==> src/common/bsr_pkg.sv <==
package bsr_pkg;

	// ----------------------------------------------------------------
	// Instruction framing
	// ----------------------------------------------------------------
	localparam logic [2:0] START_PAT = 3'h7;
	localparam logic [2:0] STOP_PAT = 3'h0;
	localparam logic [3:0] CMD_PRESSURE = 4'ha;
	localparam logic [3:0] CMD_TEMP = 4'h9;
	localparam logic [3:0] CMD_CALIB_WORD_ONE = 4'h5;
	localparam logic [3:0] CMD_CALIB_WORD_TWO = 4'h6;
	localparam logic [3:0] CMD_CALIB_WORD_THREE = 4'h3;
	localparam logic [3:0] CMD_CALIB_WORD_FOUR = 4'hc;
	localparam int RST_LEN = 21;
	localparam logic [20:0] RST_PAT = 21'h155540;

	// ----------------------------------------------------------------
	// Readout counts
	// ----------------------------------------------------------------
	localparam int WORD_W = 16;
	localparam logic [4:0] ACK_CLOCKS = 5'h3;
	localparam logic [4:0] RESULT_BITS = 5'h10;

	// ----------------------------------------------------------------
	// Converter range and timing
	// ----------------------------------------------------------------
	localparam logic [15:0] ADC_MIN = 16'h1388;
	localparam logic [15:0] ADC_MAX = 16'h9088;
	localparam int CONV_TIME_MS = 35;
	localparam int CLOCK_HZ = 10000000;
	localparam int CONV_CYCLES_DEF = CONV_TIME_MS * (CLOCK_HZ / 1000);

	// ----------------------------------------------------------------
	// Coefficient widths
	// ----------------------------------------------------------------
	localparam int C1_W = 15;
	localparam int C2_W = 12;
	localparam int C3_W = 10;
	localparam int C4_W = 10;
	localparam int C5_W = 11;
	localparam int C6_W = 6;

endpackage

==> src/design/bsr_serial_readout.sv <==
`timescale 1ns/100ps
// Functional notes
// - Host changes input on fall; sampled rising.
// - Output bits shift on serial clock rise.
// - Output carries result, calibration or status.
// - No select; framing from serial input only.
// - Three high before, three low after code; decoding checks only the first two low.
// - Four-bit code picks conversion or word.
// - Seven instructions: two conversions, four words, reset.
// - Conversion acknowledged by rise in last stop bit.
// - Clock held low; output falls at conversion end.
// - Seventeen clocks shift out sixteen-bit result.
// - Readout pauses while clock idles, then resumes.
// - 21-bit reset pattern returns idle anywhere.
// - Word one: coefficient one, coefficient five bit ten.
// - Word two: coefficient five low, coefficient six.
// - Word three: coefficient four, coefficient two high.
// - Word four: coefficient three, coefficient two low.
// - Pressure and temperature give sixteen-bit values.
// - Conversion completes within 35 ms.
// - Results clamped to 5000 to 37000 counts.
module bsr_serial_readout
	import bsr_pkg::*;
#(
	parameter int DEPTH = 2,
	parameter int CONV_CYCLES = CONV_CYCLES_DEF
) (
	// Clock and reset
	input wire logic i_clock,
	input wire logic i_sys_rst,
	// Serial pins
	input wire logic i_sclk,
	input wire logic i_din,
	output logic o_dout,
	// Stored coefficients
	input wire logic [C1_W-1:0] i_coeff_one,
	input wire logic [C2_W-1:0] i_coeff_two,
	input wire logic [C3_W-1:0] i_coeff_three,
	input wire logic [C4_W-1:0] i_coeff_four,
	input wire logic [C5_W-1:0] i_coeff_five,
	input wire logic [C6_W-1:0] i_coeff_six,
	// Converter
	output logic o_conv_start,
	output logic o_conv_temp,
	input wire logic [WORD_W-1:0] i_adc_data,
	input wire logic i_adc_valid,
	output logic o_adc_ready
);

	typedef enum logic [3:0] {
		ST_IDLE = 4'h1,
		ST_ACK = 4'h2,
		ST_CONV = 4'h4,
		ST_READ = 4'h8
	} bsr_state_e;

	localparam int CW = $clog2(DEPTH + 1);
	localparam int PW = (DEPTH > 1) ? $clog2(DEPTH) : 1;

	// ----------------------------------------------------------------
	// Pin synchronisers
	// ----------------------------------------------------------------
	logic sclk_s1, sclk_s2, sclk_s3;
	logic din_s1, din_s2;
	logic sclk_rise;

	always_ff @(posedge i_clock) begin
		if (i_sys_rst) begin
			sclk_s1 <= 1'b0;
			sclk_s2 <= 1'b0;
			sclk_s3 <= 1'b0;
			din_s1 <= 1'b0;
			din_s2 <= 1'b0;
		end else begin
			sclk_s1 <= i_sclk;
			sclk_s2 <= sclk_s1;
			sclk_s3 <= sclk_s2;
			din_s1 <= i_din;
			din_s2 <= din_s1;
		end
	end

	// Data moves on the host's falling edge, so it is settled here
	assign sclk_rise = sclk_s2 & ~sclk_s3;

	// ----------------------------------------------------------------
	// Result buffer
	// ----------------------------------------------------------------
	logic [WORD_W-1:0] fifo_mem [DEPTH];
	logic [PW-1:0] wr_ptr, next_wr_ptr, rd_ptr, next_rd_ptr;
	logic [CW-1:0] fifo_cnt, next_fifo_cnt;
	logic next_adc_ready;
	logic push, pop;
	logic [WORD_W-1:0] fifo_head;

	assign push = i_adc_valid & o_adc_ready;
	assign fifo_head = fifo_mem[rd_ptr];

	always_comb begin
		next_wr_ptr = wr_ptr;
		next_rd_ptr = rd_ptr;
		next_fifo_cnt = fifo_cnt;
		if (push) begin
			next_wr_ptr = (wr_ptr == PW'(DEPTH - 1)) ? '0 : wr_ptr + 1'b1;
		end
		if (pop) begin
			next_rd_ptr = (rd_ptr == PW'(DEPTH - 1)) ? '0 : rd_ptr + 1'b1;
		end
		if (push && !pop) begin
			next_fifo_cnt = fifo_cnt + 1'b1;
		end else if (pop && !push) begin
			next_fifo_cnt = fifo_cnt - 1'b1;
		end
		// Converter stalls once all DEPTH slots hold unread words
		next_adc_ready = (next_fifo_cnt < CW'(DEPTH));
	end

	always_ff @(posedge i_clock) begin
		if (i_sys_rst) begin
			wr_ptr <= '0;
			rd_ptr <= '0;
			fifo_cnt <= '0;
			o_adc_ready <= 1'b0;
		end else begin
			wr_ptr <= next_wr_ptr;
			rd_ptr <= next_rd_ptr;
			fifo_cnt <= next_fifo_cnt;
			o_adc_ready <= next_adc_ready;
		end
	end

	always_ff @(posedge i_clock) begin
		if (push) begin
			fifo_mem[wr_ptr] <= i_adc_data;
		end
	end

	// ----------------------------------------------------------------
	// Protocol engine
	// ----------------------------------------------------------------
	bsr_state_e state, next_state;
	logic [RST_LEN-1:0] hist, next_hist;
	logic [4:0] cnt, next_cnt;
	logic [31:0] wd, next_wd;
	logic [WORD_W-1:0] shift, next_shift;
	logic is_conv, next_is_conv;
	logic next_dout, next_conv_start, next_conv_temp;
	logic frame_ok;
	logic [3:0] code;
	logic [WORD_W-1:0] clamped;
	logic [WORD_W-1:0] cal_word;

	always_comb begin
		next_hist = hist;
		if (sclk_rise) begin
			next_hist = {hist[RST_LEN-2:0], din_s2};
		end
		code = next_hist[5:2];
		// Stop pattern is matched on its second bit, so the
		// acknowledge can rise during the last one
		frame_ok = (next_hist[8:6] == START_PAT) &&
			(next_hist[1:0] == STOP_PAT[1:0]);
		if (fifo_head < ADC_MIN) begin
			clamped = ADC_MIN;
		end else if (fifo_head > ADC_MAX) begin
			clamped = ADC_MAX;
		end else begin
			clamped = fifo_head;
		end
		case (code)
			CMD_CALIB_WORD_ONE: cal_word = {i_coeff_one, i_coeff_five[10]};
			CMD_CALIB_WORD_TWO: cal_word = {i_coeff_five[9:0], i_coeff_six};
			CMD_CALIB_WORD_THREE: cal_word = {i_coeff_four, i_coeff_two[11:6]};
			default: cal_word = {i_coeff_three, i_coeff_two[5:0]};
		endcase
	end

	always_comb begin
		next_state = state;
		next_cnt = cnt;
		next_wd = wd;
		next_shift = shift;
		next_is_conv = is_conv;
		next_dout = o_dout;
		next_conv_start = 1'b0;
		next_conv_temp = o_conv_temp;
		pop = 1'b0;
		case (state)
			ST_IDLE: begin
				if (sclk_rise && frame_ok) begin
					case (code)
						CMD_PRESSURE, CMD_TEMP: begin
							next_state = ST_ACK;
							next_is_conv = 1'b1;
							next_conv_temp = (code == CMD_TEMP);
							next_dout = 1'b1;
							next_cnt = '0;
						end
						CMD_CALIB_WORD_ONE, CMD_CALIB_WORD_TWO, CMD_CALIB_WORD_THREE, CMD_CALIB_WORD_FOUR: begin
							next_state = ST_ACK;
							next_is_conv = 1'b0;
							next_shift = cal_word;
							next_cnt = '0;
						end
						default: next_state = ST_IDLE;
					endcase
				end
			end
			ST_ACK: begin
				if (sclk_rise) begin
					next_cnt = cnt + 1'b1;
					if (!is_conv) begin
						next_state = ST_READ;
						next_cnt = '0;
					end else if (cnt == ACK_CLOCKS - 1'b1) begin
						// Last stop bit plus the two trailing clocks
						next_state = ST_CONV;
						next_conv_start = 1'b1;
						next_wd = '0;
					end
				end
			end
			ST_CONV: begin
				next_wd = wd + 1'b1;
				if (fifo_cnt != '0) begin
					pop = 1'b1;
					next_shift = clamped;
					next_dout = 1'b0;
					next_state = ST_READ;
					next_cnt = '0;
				end else if (wd >= 32'(CONV_CYCLES - 1)) begin
					// A silent converter must not hang the link
					next_shift = ADC_MIN;
					next_dout = 1'b0;
					next_state = ST_READ;
					next_cnt = '0;
				end
			end
			ST_READ: begin
				// Nothing moves without an edge, so pauses are free
				if (sclk_rise) begin
					if (cnt < RESULT_BITS) begin
						next_dout = shift[WORD_W-1];
						next_shift = {shift[WORD_W-2:0], 1'b0};
						next_cnt = cnt + 1'b1;
					end else begin
						next_dout = 1'b0;
						next_state = ST_IDLE;
					end
				end
			end
			default: next_state = ST_IDLE;
		endcase
		if (sclk_rise && next_hist == RST_PAT) begin
			next_state = ST_IDLE;
			next_dout = 1'b0;
			next_cnt = '0;
			next_conv_start = 1'b0;
			pop = 1'b0;
		end
	end

	always_ff @(posedge i_clock) begin
		if (i_sys_rst) begin
			state <= ST_IDLE;
			hist <= '0;
			cnt <= '0;
			wd <= '0;
			shift <= '0;
			is_conv <= 1'b0;
			o_dout <= 1'b0;
			o_conv_start <= 1'b0;
			o_conv_temp <= 1'b0;
		end else begin
			state <= next_state;
			hist <= next_hist;
			cnt <= next_cnt;
			wd <= next_wd;
			shift <= next_shift;
			is_conv <= next_is_conv;
			o_dout <= next_dout;
			o_conv_start <= next_conv_start;
			o_conv_temp <= next_conv_temp;
		end
	end
endmodule
==> config.mk <==
export PLATFORM = sky130hd
export DESIGN_NAME = bsr_serial_readout
export DESIGN_NICKNAME = d
export VERILOG_FILES = /design/src/common/bsr_pkg.sv /design/src/design/bsr_serial_readout.sv
export SDC_FILE = /design/constraint.sdc
export NUM_CORES = 1
export LEC_CHECK = 0
export ABC_CLOCK_PERIOD_IN_PS = 4750
export BUFFER_PORTS_ARGS = -buffer_cell sky130_fd_sc_hd__buf_4
export CAP_MARGIN = 20
export CORE_MARGIN = 1.5
export CORE_UTILIZATION = 44
export CTS_CLUSTER_DIAMETER = 100
export DETAILED_ROUTE_END_ITERATION = 10
export GPL_TIMING_DRIVEN = 1
export HOLD_SLACK_MARGIN = 0.05
export SYNTH_ARGS = -nofsm -noshare
export SYNTH_HDL_FRONTEND = slang
export SYNTH_SLANG_ARGS = --single-unit
==> constraint.sdc <==
create_clock -name i_clock -period 4.75 [get_ports i_clock]
set_input_delay 0.7125 -clock i_clock [delete_from_list [all_inputs] [get_ports i_clock]]
set_output_delay 0.7125 -clock i_clock [all_outputs]
set_load 0.05 [all_outputs]
==> metrics.md <==
| Metric | Value |
|---|---|
| Seq/Total Area, Yosys | `43.0%` |
| Hold Path End | `din_s2$_SDFF_PP0_` |
| Port-buffer cells | `88` |
| Multiplexer share of the synthesized area | `3.18%` |
| Clock Skew | `around 7.4 ps` |
| Layout cell share with drive strength beyond 1 | `between 20% and 30%` |
| Synthesized flop and latch total | `124` |
| Antenna violations before repair | `0` |
| Mapped cell area | `6520 um^2` |
| Overall routing resource usage | `22.2%` |
| Tightest Hold Check Type | `reg2reg` |
| Fin nets | `855` |
| Most common cell after layout, fill and taps aside | `buf_4` |
| Die X | `125 um` |
| # IOs | `89` |
| Fin. max-slew vios | `0` |
| Psw | `566 uW` |
| Async set or reset register ratio after synthesis | `0%` |
| H-Tree Level Count | `4` |
| CP Capture Type | `flop` |
| Largest net degree at the start of global routing | `54` |
| Synth Area in Compound Gates | `between 20% and 30%` |
| Crit path DAT | `approximately 3600 ps` |
| Sequential power share | `45.0%` |
| CTS max path bufs | `2` |
| Largest cells by area after synthesis | `dfxtp_1 28%, edfxtp_1 15%, a21oi_1 4.8%` |
| R2r setup slk | `1390 ps` |
| Core area | `about 14,000 um^2` |
| Post-cts sizing count | `0` |
| Netlist cell types | `80` |
| Status | `completed` |
| Post-synth EDFFs | `32` |
| Hold Crit Start | `din_s1$_SDFF_PP0_` |
| CP required | `around 5000 ps` |
| Post-Synth Adder-Cell Area | `1.15%` |
| DRT Pass-1 Iters | `6` |
| Detailed-route via count | `approximately 5,600` |
| Post-layout min period | `3360 ps` |
| Residual DRC | `0` |
| Crit path kind | `reg2reg` |
| Mapped Avg Cell Area | `9.38 um^2` |
| Combinational share of power | `about 5.2%` |
| Internal | `~1.9 mW` |
| Sink Count | `124` |
| Avg WL per Cell | `17.4 um` |
| Total Wirelength | `approximately 17,000 um` |
| Hold depth | `1` |
| DR iter-0 viols | `348` |
| DIE AREA | `15,600 um^2` |
| Rows | `44` |
| # diodes | `0` |
| Post-synthesis simple-gate area fraction | `22.8%` |
| Initial core utilization | `a little under half` |
| Synth Instances | `695` |
| First-pass GRT wire length | `27,900 um` |
| Cts bufs inserted | `17` |
| Worst-path fanout max | `22` |
| Startpoint types | `flop` |
| P&R area growth vs syn | `19.7%` |
| Most used flip-flop cell after synthesis | `dfxtp_1` |
| RSZ-0062 raised after global routing | `false` |
| Yosys top cell area share | `28.2%` |
| Routed Antenna Nets | `0` |
| Pwr/cell area | `315 nW/um^2` |
| Hold_buf cts | `0` |
| Final setup viols | `0` |
| Reg-to-reg endpoint | `shift[7]$_SDFFE_PP0P_` |
| Syn nets | `786` |
| Chip height | `between 100 and 150 um` |
| XOR/XNOR Fraction of Synth Area | `under 10%` |
| TritonCTS clock tree | `done` |
| Power Total | `~2.5 mW` |
| Slew Limit Headroom | `24.0%` |
| Clk pwr share | `49.8%` |
| Drt via density | `5.81` |
| Largest family of logic cells by synthesized area | `simple AND/OR/NAND/NOR gates` |
| F_max | `between 0.2 and 0.3 GHz` |
| Vias in the first global route | `5,597` |
| Final hold vios | `0` |
| Root buffer cell | `clkbuf_16` |
| Switching portion of total power | `23.0%` |
| Yosys warns | `0` |
| Detailed Place HPWL | `11,900 um` |
| Clock transition at the registers of the reported paths | `60 ps` |
| Synth area leader | `dfxtp_1` |
| Slew @ Worst Pin | `about 1100 ps` |
| Postcts setup bufs | `0` |
| Max-cap viol count | `0` |
| Commonest cells after routing, fill and taps aside | `95 x buf_4, 92 x dfxtp_1, 79 x nand2_1` |
| Total Neg Setup Slack | `0 ps` |
| Clk_lat worst skew | `420 ps` |
| Tcrit/Tclk final | `70.8%` |
| GP Congestion | `0.839` |
| Worst r2r path cells | `6` |
| Reg2reg start | `sclk_s3$_SDFF_PP0_` |
| Global route overflow | `0` |
| Maximum vdd drop | `between 0.2 and 0.3 mV` |
| P_leak | `2.76 nW` |
[layer usage]
| metal | global-route usage (%) | up-vias | wire, um |
|---|---|---|---|
| met5 | 0 | - | 0 |
| met1 | 30.6 | 2666 | 7970 |
| met3 | 4.38 | 35 | 771 |
| met2 | 33.7 | 153 | 7540 |
| met4 | 9.67 | 0 | 433 |
| li1 | - | 2729 | - |
[state kept, by name, summed over array words and instances (netlist names), 2 cells and up, named ones only]
| name | flops |
|---|---|
| fifo_mem | 32 |
| hist | 20 |
| shift | 16 |
| fifo_cnt | 2 |
| cnt | 5 |
| state | 4 |
| wd | 32 |
[cells in the mapped netlist, types with 7 or more instances]
master and instances:
dfxtp_1 92, nand2_1 79, a21oi_1 62, nor2_1 55, edfxtp_1 32, xor2_1 31
nand3_1 25, clkbuf_1 21, nand4_1 20, nor2b_1 18, buf_2 15, inv_1 14
mux2_2 14, a21o_1 13, nor3_1 13, a222oi_1 12, o21ai_0 12, a311oi_2 9
and3_1 9, nor4_1 9, a211oi_1 8, a31oi_1 7
[per-stage QoR]
stage	std cells	cell area (um^2)	setup WS [ps]	util (%)	hold slack (ps)
after floorplan	695	6520	2370	-	414
after global placement	927	7220	1680	49.9	429
after detailed placement	927	7220	1410	49.9	427
after CTS	959	7790	1400	53.8	441
after global routing	961	7810	1130	53.9	446
final	961	7810	1390	53.9	441
[power groups by stage]
stage | Clock, mW | Combinational (mW) | Sequential (mW)
final | 1.22 | 0.127 | 1.11
after global routing | 1.30 | 0.138 | 1.11
after CTS | 1.25 | 0.126 | 1.11
after detailed placement | 0 | 0.126 | 1.13
after global placement | 0 | 0.123 | 1.13
after floorplan | 0 | 0.0532 | 1.13
[cell families after synthesis]
| group | Yosys count |
|---|---|
| adders and majority gates | 6 |
| AOI/OAI and AO/OA | 180 |
| xor gates and xnor gates | 35 |
| DFF | 124 |
| buffers and inverters | 60 |
| muxes | 19 |
| and+or+nand+nor | 271 |
[worst max-delay path, stage by stage, from the launching register on]
cell and delay [ps]:
dfxtp_1 340, nand2b_1 490, nor4_4 450, nor4_1 160
a21oi_2 760, and2_1 760, a311oi_2 210
[worst max path at each step]
stage / start / endpoint / cells past startpoint
finish: sclk_s3$_SDFF_PP0_ / shift[7]$_SDFFE_PP0P_ / 6
global route: sclk_s2$_SDFF_PP0_ / shift[1]$_SDFFE_PP0P_ / 6
CTS: sclk_s3$_SDFF_PP0_ / shift[7]$_SDFFE_PP0P_ / 6
detailed placement: sclk_s3$_SDFF_PP0_ / shift[7]$_SDFFE_PP0P_ / 6
global placement: sclk_s3$_SDFF_PP0_ / shift[6]$_SDFFE_PP0P_ / 6
floorplan: hist[10]$_SDFF_PP0_ / fifo_cnt[1]$_SDFF_PP0_ / 9
[layout make-up]
cell class                      count  area, um^2
Clock buffer                       17         425
Clock inverter                     15         141
Fill cell                        1288        6670
Inverter                           14        52.6
Multi-Input combinational cell    511        3430
Sequential cell                   124        2800
Tap cell                          184         230
Timing Repair Buffer               96         724
No activity file was read; power rests on OpenSTA's default activity.
